**config.mk**
```make
export PLATFORM = sky130hd
export DESIGN_NAME = uirq_core
export DESIGN_NICKNAME = d
export VERILOG_FILES = /design/src/inc/uirq_pkg.sv /design/src/rtl/uirq_core.sv
export SDC_FILE = /design/constraint.sdc
export NUM_CORES = 1
export LEC_CHECK = 0
export BUFFER_PORTS_ARGS = -buffer_cell sky130_fd_sc_hd__buf_2
export CAP_MARGIN = 20
export CORE_MARGIN = 5
export CORE_UTILIZATION = 30
export DETAILED_ROUTE_END_ITERATION = 8
export GPL_TIMING_DRIVEN = 0
export PLACE_DENSITY = 0.47
export SKIP_LAST_GASP = 1
export SLEW_MARGIN = 25
export SYNTH_ARGS = -nofsm -noshare
export SYNTH_HDL_FRONTEND = slang
export SYNTH_SLANG_ARGS = --single-unit
```
**constraint.sdc**
```tcl
create_clock -name clock -period 3.7 [get_ports clock]
set_input_delay 0.925 -clock clock [delete_from_list [all_inputs] [get_ports clock]]
set_output_delay 0.925 -clock clock [all_outputs]
set_load 0.005 [all_outputs]
```
**src/inc/uirq_pkg.sv**
```systemverilog
// Overview of operation
// - Data-ready sets when a character enters the receive FIFO, clears when empty.
// - Line status (code 06) outranks receive data available (code 04).
// - Receive interrupt is raised at trigger level, withdrawn when fill drops below.
// - Time-out fires with data held and no push or pop for four characters.
// - Character times come from the baud tick, so delay scales with baud.
// - Without pending time-out, a pop or a push restarts the timer.
// - A receive FIFO read clears a pending time-out and restarts the timer.
// - Transmit FIFO empty raises code 02; holding write or an ID read showing 02 clears it.
// - Empty indication is delayed one char minus stop bit unless two bytes were held.
// - The first transmit interrupt follows a change of the FIFO enable bit at once.
// - Trigger and time-out share priority two; holding and FIFO empty share three.
// - FIFOs enabled with all interrupts off is polled mode: no time-out or trigger interrupt.
// - Mask bit 0 receive/time-out, bit 1 tx empty, bit 2 line, bit 3 modem.
// - Upper four mask bits always read zero.
// - All mask bits clear suppresses identification and interrupt output.
// - Four priority levels: line, receive/time-out, tx empty, modem.
// - ID register shows highest source; bit 0 low when pending, 0001 when none.
// - ID bits 3 and 2 set for time-out in FIFO mode; bit 3 zero without FIFOs.
// - ID bits 4 and 5 zero; bits 6 and 7 set when FIFOs enabled.
// - Modem interrupt from input changes, cleared by modem status read.
// - Line status from overrun, parity, framing, break; cleared by line status read.
// - Trigger field 00/01/10/11 selects 1/4/8/14 bytes.
// - Line status interrupt needs its enable bit.
package uirq_pkg;
    localparam logic [1:0] UIRQ_ADDR_MASK   = 2'h0;
    localparam logic [1:0] UIRQ_ADDR_ID     = 2'h1;
    localparam logic [1:0] UIRQ_ADDR_STATUS = 2'h2;
    localparam logic [7:0] UIRQ_MASK_RESET  = 8'h00;
    localparam logic [3:0] UIRQ_ID_NONE     = 4'h1;
    localparam logic [3:0] UIRQ_ID_LINE     = 4'h6;
    localparam logic [3:0] UIRQ_ID_RXAVAIL  = 4'h4;
    localparam logic [3:0] UIRQ_ID_TIMEOUT  = 4'hc;
    localparam logic [3:0] UIRQ_ID_TXEMPTY  = 4'h2;
    localparam logic [3:0] UIRQ_ID_MODEM    = 4'h0;
    localparam int         UIRQ_TICKS_PER_BIT = 16;
    localparam int         UIRQ_TIMEOUT_CHARS = 4;
    localparam int         UIRQ_STOP_TICKS    = 16;
    localparam int         UIRQ_FIFO_DEPTH    = 16;

    typedef struct packed {
        logic       push;
        logic       pop;
        logic [4:0] level;
    } uirq_rx_t;

    typedef struct packed {
        logic       write;
        logic [4:0] level;
    } uirq_tx_t;
endpackage

```
**src/rtl/uirq_core.sv**
```systemverilog
`timescale 1ns/1ps
// Interrupt logic of one serial channel
module uirq_core
    import uirq_pkg::*;
#(
    parameter int DEPTH = UIRQ_FIFO_DEPTH
) (
    input  wire logic       clock,
    input  wire logic       rst,
    input  wire logic [1:0] addr,
    input  wire logic [7:0] wdata,
    input  wire logic       wr,
    input  wire logic       rd,
    output logic [7:0]      rdata,
    input  wire logic       fifo_enable_bit,
    input  wire logic [1:0] rx_trigger_sel,
    input  wire logic [3:0] frame_bits,
    input  wire logic       baud_tick16,
    input  wire uirq_rx_t   rx,
    input  wire uirq_tx_t   tx,
    input  wire logic       line_err_event,
    input  wire logic       line_status_read,
    input  wire logic       modem_change,
    input  wire logic       modem_status_read,
    output logic            rx_data_ready_flag,
    output logic            channel_irq_out
);
    localparam logic [4:0] TRIG0 = 5'd1;
    localparam logic [4:0] TRIG1 = 5'd4;
    localparam logic [4:0] TRIG2 = 5'd8;
    localparam logic [4:0] TRIG3 = 5'd14;

    logic [3:0] mask_q;
    logic       fifo_en_q;
    logic       line_q, modem_q, tout_q, txe_q;
    logic [9:0] tout_cnt_q;
    logic [7:0] char_cnt_q;
    logic       two_held_q;
    logic [7:0] txd_cnt_q;
    logic       txd_wait_q;
    logic [3:0] id_d;
    logic       rx_avail, tx_empty_ev, char_tick, read_id;
    logic [4:0] trig;
    logic [7:0] char_len;

    // Trigger decode used by the receive interrupt
    function automatic logic [4:0] trig_level(input logic [1:0] sel);
        unique case (sel)
            2'b00: trig_level = TRIG0;
            2'b01: trig_level = TRIG1;
            2'b10: trig_level = TRIG2;
            2'b11: trig_level = TRIG3;
        endcase
    endfunction

    assign trig     = trig_level(rx_trigger_sel);
    assign read_id  = rd && addr == UIRQ_ADDR_ID;
    // Polled mode simply falls out of the mask being all zero
    assign rx_avail = mask_q[0] && rx.level >= trig;
    // Char time = frame bits x 16 ticks, counted on the baud tick
    assign char_len = 8'(frame_bits) * 8'(UIRQ_TICKS_PER_BIT);

    // Mask register, top four bits never stored
    always_ff @(posedge clock or posedge rst) begin
        if (rst) begin
            mask_q <= UIRQ_MASK_RESET[3:0];
        end else if (wr && addr == UIRQ_ADDR_MASK) begin
            mask_q <= wdata[3:0];
        end
    end

    // Line status and modem sources; a new event beats the clearing read
    always_ff @(posedge clock or posedge rst) begin
        if (rst) begin
            line_q  <= 1'b0;
            modem_q <= 1'b0;
        end else begin
            line_q  <= line_err_event | (line_q & ~line_status_read);
            modem_q <= modem_change | (modem_q & ~modem_status_read);
        end
    end

    // Data ready follows FIFO occupancy
    always_ff @(posedge clock or posedge rst) begin
        if (rst) begin
            rx_data_ready_flag <= 1'b0;
        end else begin
            rx_data_ready_flag <= rx.push || (rx.level != 5'd0 && !(rx.pop && rx.level == 5'd1));
        end
    end

    // Character time-out timer
    always_ff @(posedge clock or posedge rst) begin
        if (rst) begin
            char_cnt_q <= 8'h00;
            tout_cnt_q <= 10'h000;
            tout_q     <= 1'b0;
        end else if (rx.pop || (rx.push && !tout_q) || rx.level == 5'd0) begin
            char_cnt_q <= 8'h00;
            tout_cnt_q <= 10'h000;
            tout_q     <= 1'b0;
        end else if (baud_tick16 && !tout_q) begin
            if (char_cnt_q + 8'd1 >= char_len) begin
                char_cnt_q <= 8'h00;
                if (tout_cnt_q + 10'd1 >= 10'(UIRQ_TIMEOUT_CHARS)) begin
                    tout_q <= 1'b1;
                end else begin
                    tout_cnt_q <= tout_cnt_q + 10'd1;
                end
            end else begin
                char_cnt_q <= char_cnt_q + 8'd1;
            end
        end
    end

    // Tx empty indication, delayed when fewer than two bytes were held
    always_ff @(posedge clock or posedge rst) begin
        if (rst) begin
            two_held_q <= 1'b0;
            txd_wait_q <= 1'b0;
            txd_cnt_q  <= 8'h00;
        end else if (tx.write || tx.level != 5'd0) begin
            txd_wait_q <= 1'b0;
            txd_cnt_q  <= 8'h00;
            if (tx.level >= 5'd2) begin
                two_held_q <= 1'b1;
            end
        end else if (tx_empty_ev) begin
            two_held_q <= 1'b0;
            txd_wait_q <= 1'b0;
        end else if (!txd_wait_q && !txe_q && fifo_en_q) begin
            txd_wait_q <= 1'b1;
            txd_cnt_q  <= 8'h00;
        end else if (txd_wait_q && baud_tick16) begin
            txd_cnt_q <= txd_cnt_q + 8'd1;
        end
    end

    assign tx_empty_ev = txd_wait_q && (two_held_q ||
                         txd_cnt_q + 8'(UIRQ_STOP_TICKS) >= char_len);
    // Tx empty interrupt source
    always_ff @(posedge clock or posedge rst) begin
        if (rst) begin
            fifo_en_q <= 1'b0;
            txe_q     <= 1'b0;
        end else begin
            fifo_en_q <= fifo_enable_bit;
            if (fifo_en_q != fifo_enable_bit) begin
                txe_q <= 1'b1;
            end else if (tx_empty_ev || (!fifo_en_q && tx.level == 5'd0 && !txe_q && tx.write)) begin
                txe_q <= 1'b1;
            end else if (tx.write || (read_id && id_d == UIRQ_ID_TXEMPTY)) begin
                txe_q <= 1'b0;
            end
        end
    end

    // Priority encoder of pending, enabled sources
    always_comb begin
        if (line_q && mask_q[2]) begin
            id_d = UIRQ_ID_LINE;
        end else if (rx_avail) begin
            id_d = UIRQ_ID_RXAVAIL;
        end else if (tout_q && mask_q[0] && fifo_en_q) begin
            id_d = UIRQ_ID_TIMEOUT;
        end else if (txe_q && mask_q[1]) begin
            id_d = UIRQ_ID_TXEMPTY;
        end else if (modem_q && mask_q[3]) begin
            id_d = UIRQ_ID_MODEM;
        end else begin
            id_d = UIRQ_ID_NONE;
        end
    end

    // Registered interrupt output
    always_ff @(posedge clock or posedge rst) begin
        if (rst) begin
            channel_irq_out <= 1'b0;
        end else begin
            channel_irq_out <= (id_d != UIRQ_ID_NONE);
        end
    end

    // Read port, data one cycle after the strobe
    always_ff @(posedge clock or posedge rst) begin
        if (rst) begin
            rdata <= 8'h00;
        end else if (rd) begin
            unique case (addr)
                UIRQ_ADDR_MASK:   rdata <= {4'h0, mask_q};
                UIRQ_ADDR_ID:     rdata <= {{2{fifo_en_q}}, 2'b00, id_d};
                UIRQ_ADDR_STATUS: rdata <= {3'h0, tout_q, txe_q, rx_data_ready_flag,
                                            modem_q, line_q};
                default:          rdata <= 8'h00;
            endcase
        end
    end

    a_line_first: assert property (@(posedge clock) disable iff (rst)
        (line_q && mask_q[2]) |-> id_d == UIRQ_ID_LINE) else $error("line not first");
    a_irq_follow: assert property (@(posedge clock) disable iff (rst)
        ##1 channel_irq_out == $past(id_d != UIRQ_ID_NONE)) else $error("irq mismatch");
    a_rx_trig: assert property (@(posedge clock) disable iff (rst)
        (mask_q[0] && !(line_q && mask_q[2]) && rx.level >= trig) |-> id_d == UIRQ_ID_RXAVAIL)
        else $error("trigger missed");
    a_pop_clears: assert property (@(posedge clock) disable iff (rst)
        rx.pop |=> !tout_q) else $error("timeout kept");
    a_mask_zero: assert property (@(posedge clock) disable iff (rst)
        mask_q == 4'h0 |-> id_d == UIRQ_ID_NONE) else $error("masked shows id");
    a_line_hold: assert property (@(posedge clock) disable iff (rst)
        line_err_event |=> line_q) else $error("line lost");
    a_modem_set: assert property (@(posedge clock) disable iff (rst)
        modem_change |=> modem_q) else $error("modem lost");
    a_fen_txe: assert property (@(posedge clock) disable iff (rst)
        (fifo_en_q != fifo_enable_bit) |=> txe_q) else $error("no first tx irq");
    a_tout_fifo: assert property (@(posedge clock) disable iff (rst)
        !fifo_en_q |-> id_d != UIRQ_ID_TIMEOUT) else $error("bit3 outside fifo");
    c_timeout: cover property (@(posedge clock) disable iff (rst) id_d == UIRQ_ID_TIMEOUT);
    c_txempty: cover property (@(posedge clock) disable iff (rst) id_d == UIRQ_ID_TXEMPTY);
    c_line:    cover property (@(posedge clock) disable iff (rst) id_d == UIRQ_ID_LINE);
endmodule // uirq_core

```
==> impl_metrics.tcl <==
set metrics [dict create \
    hold_class "reg2reg" \
    syn-num-nets 328 \
    cap_violations 0 \
    vias 2040 \
    wl_um 5628 \
    syn_inst 271 \
    drc 0 \
    finClkSkew_ps 3.515 \
    crit_path_end_kind "flop" \
    fillCellCount 956 \
    cts.sinks 45 \
    clk_latency_ps 300 \
    clk_pin_slew_ps 90 \
    status "finished clean" \
    netlist.top_cell.by_area "dfrtp_1" \
    synth_area_per_cell_um2 9.783 \
    grt_pass1_vias 2024 \
    powerDensity_nw_per_um2 316.0 \
    cts.repair.resized 0 \
    netlist_area_um2 2651 \
    rsz0062_at_grt "false" \
    cts_tree "done" \
    yosysSeqAreaShare_pct 42.47 \
    critPathArrivalTime_ps 2910 \
    hold_slack_ps 498.0 \
    routedWlPerCell_um 13.09 \
    grt-ovfl-total 0 \
    die_h_um 104.0 \
    port_buffers 42 \
    viasPerCell 4.744 \
    dieArea_um2 10820 \
    r2r_end "char_cnt_q[7]" \
    post_cts_buffers 0 \
    finalSetupViolCount 0 \
    area_growth_syn_to_layout_pct 16.89 \
    synth_top_cell_area_share_pct 42.47 \
    seqCellArea_um2 1126 \
    multi_input_area_um2 1409 \
    power.leakage_nw 1.450 \
    reg2reg_depth 11 \
    gp_congestion 0.7607 \
    hold_buffers 0 \
    fmax_mhz 374.5 \
    tightest_slew_ps 537.7 \
    crit_path_end "char_cnt_q[7]" \
    final_net_count 378 \
    rr_startpoint "char_cnt_q[0]" \
    antenna_found_initial 0 \
    synth_ff_type "dfrtp_1" \
    worstPathRequired_ps 3940 \
    grt_max_degree 24 \
    ys_async_sr_fraction_pct 100.0 \
    synth_common_cells "dfrtp_1 (45), nand2_1 (25), inv_1 (21), ha_1 (18), nor2_1 (18)" \
    firstDrtPassIters 4 \
    synth_cell_types 56 \
    ant_nets 0 \
    ir_drop_v 0.0001302 \
    dp_hpwl_um 4429 \
    hold_viol 0 \
    start_util_pct 30.55 \
    min-delay-start "rdata[2]" \
    h-tree-depth 2 \
    path_class "reg2reg" \
    drive_above_1_share_pct 21.74 \
    cp-start-kind "flop" \
    synth_edf_count 0 \
    rows 34 \
    min_period_ps 2670 \
    maxSlewHeadroom_pct 64.07 \
    final.setup.tns_ps 0 \
    synth_area_leaders "dfrtp_1 (42%), ha_1 (8.5%), nand2_1 (3.5%)" \
    grt_pass1_wl_um 9777 \
    yosysWarnings 0 \
    grt_usage_pct 10.80 \
    core_um2 8678 \
    cts-buffers-inserted 5 \
    post-synth-top-count-cell "dfrtp_1" \
    ios 49 \
    clockBufferDepth 2 \
    die_x_um 104.0 \
    r2r_slack_ps 1030 \
    n_antenna_cell 0 \
    drt_iter0_drc 27 \
    crit_start "char_cnt_q[0]" \
    cts-root-buf "clkbuf_8" \
    period_share_pct 72.17 \
    slew_viol_final 0 \
    ys_ff_latch 45 \
    cp_max_fo 7 \
]
==> cell type report <==
class	count	share of cell area, %
multi-input combinational	199	45.46
sequential	45	36.33
timing repair buffer	43	7.428
tap	108	4.360
inverter	22	2.665
clock buffer	6	2.342
buffer	5	1.090
clock inverter	2	0.3230
==> critical path, stage by stage, from the launching register on <==
cell and delay (ps):
dfrtp_1 410, ha_1 260, nand3_1 130, nor2_1 150, xor2_1 220, ha_1 290
a21oi_1 170, o221ai_1 120, a211o_1 270, nand3b_1 300, nand2b_1 210, nand2_1 60
==> registers in the layout, summed over array words and instances (netlist names), 4 cells and up <==
register    flops
rdata           6
txd_cnt_q       8
char_cnt_q      8
mask_q          4
tout_cnt_q     10
==> metrics by stage <==
| step | setup WS (ps) | std cells | power [mW] | utilization [%] | cell area (um^2) |
|---|---|---|---|---|---|
| 5_1_grt | 744.5 | 430 | 1.035 | 35.71 | 3099 |
| 2_1_floorplan | 1083 | 271 | 0.6272 | - | 2651 |
| 6_report | 1030 | 430 | 0.9795 | 35.71 | 3099 |
| 3_3_place_gp | 804.3 | 421 | 0.6864 | 34.53 | 2997 |
| 3_5_place_dp | 834.2 | 422 | 0.6904 | 34.76 | 3017 |
| 4_1_cts | 1006 | 430 | 0.9980 | 35.71 | 3099 |
==> worst min path at each step <==
stage | endpoint | slack (ps) | cells past startpoint
after floorplan | char_cnt_q[7] | 470 | 2
after global placement | rdata[2] | 480 | 2
after detailed placement | rdata[2] | 480 | 2
after CTS | rdata[2] | 510 | 2
after global routing | line_q | 550 | 1
final | rdata[2] | 500 | 2
==> report_power, final <==
group	total (mW)	internal [mW]	switching [mW]
clock network	0.302	0.131	0.171
registers	0.536	0.515	0.0210
logic	0.141	0.0670	0.0745
total	0.979	0.713	0.267
==> kinds of logic (layout without fill, tap and decap cells) <==
logic type,after synthesis,in the layout,synth area share [%]
multiplexers,10,10,3.964
XOR/XNOR,14,14,4.625
buffers and inverters,27,78,4.389
flip-flops,45,45,42.47
other,1,1,0.1414
adder cells (fa/ha/maj),18,18,8.495
AO/OA/AOI/OAI,50,50,13.73
AND/OR/NAND/NOR,106,106,22.18
==> cell usage in the layout, fill, tap and decap left out, types with 7 or more instances in the layout <==
master	netlist	routed
xnor2_1	7	7
nand2_1	25	25
o21ai_0	12	12
inv_1	21	20
nor2b_1	12	12
xor2_1	7	7
nand3_1	17	17
dfrtp_1	45	45
a21oi_1	8	8
nor2_1	18	18
buf_2	0	42
ha_1	18	18
==> metal layers <==
layer | GRT usage [%] | part of all wire [%] | wire, um
met2 | 16.62 | 47 | 2618
met3 | 2.297 | 3.0 | 170
met1 | 15.02 | 49 | 2740
met5 | 0 | 0 | 0
met4 | 3.700 | 1.7 | 98
No activity file was read; power rests on OpenSTA's default activity.
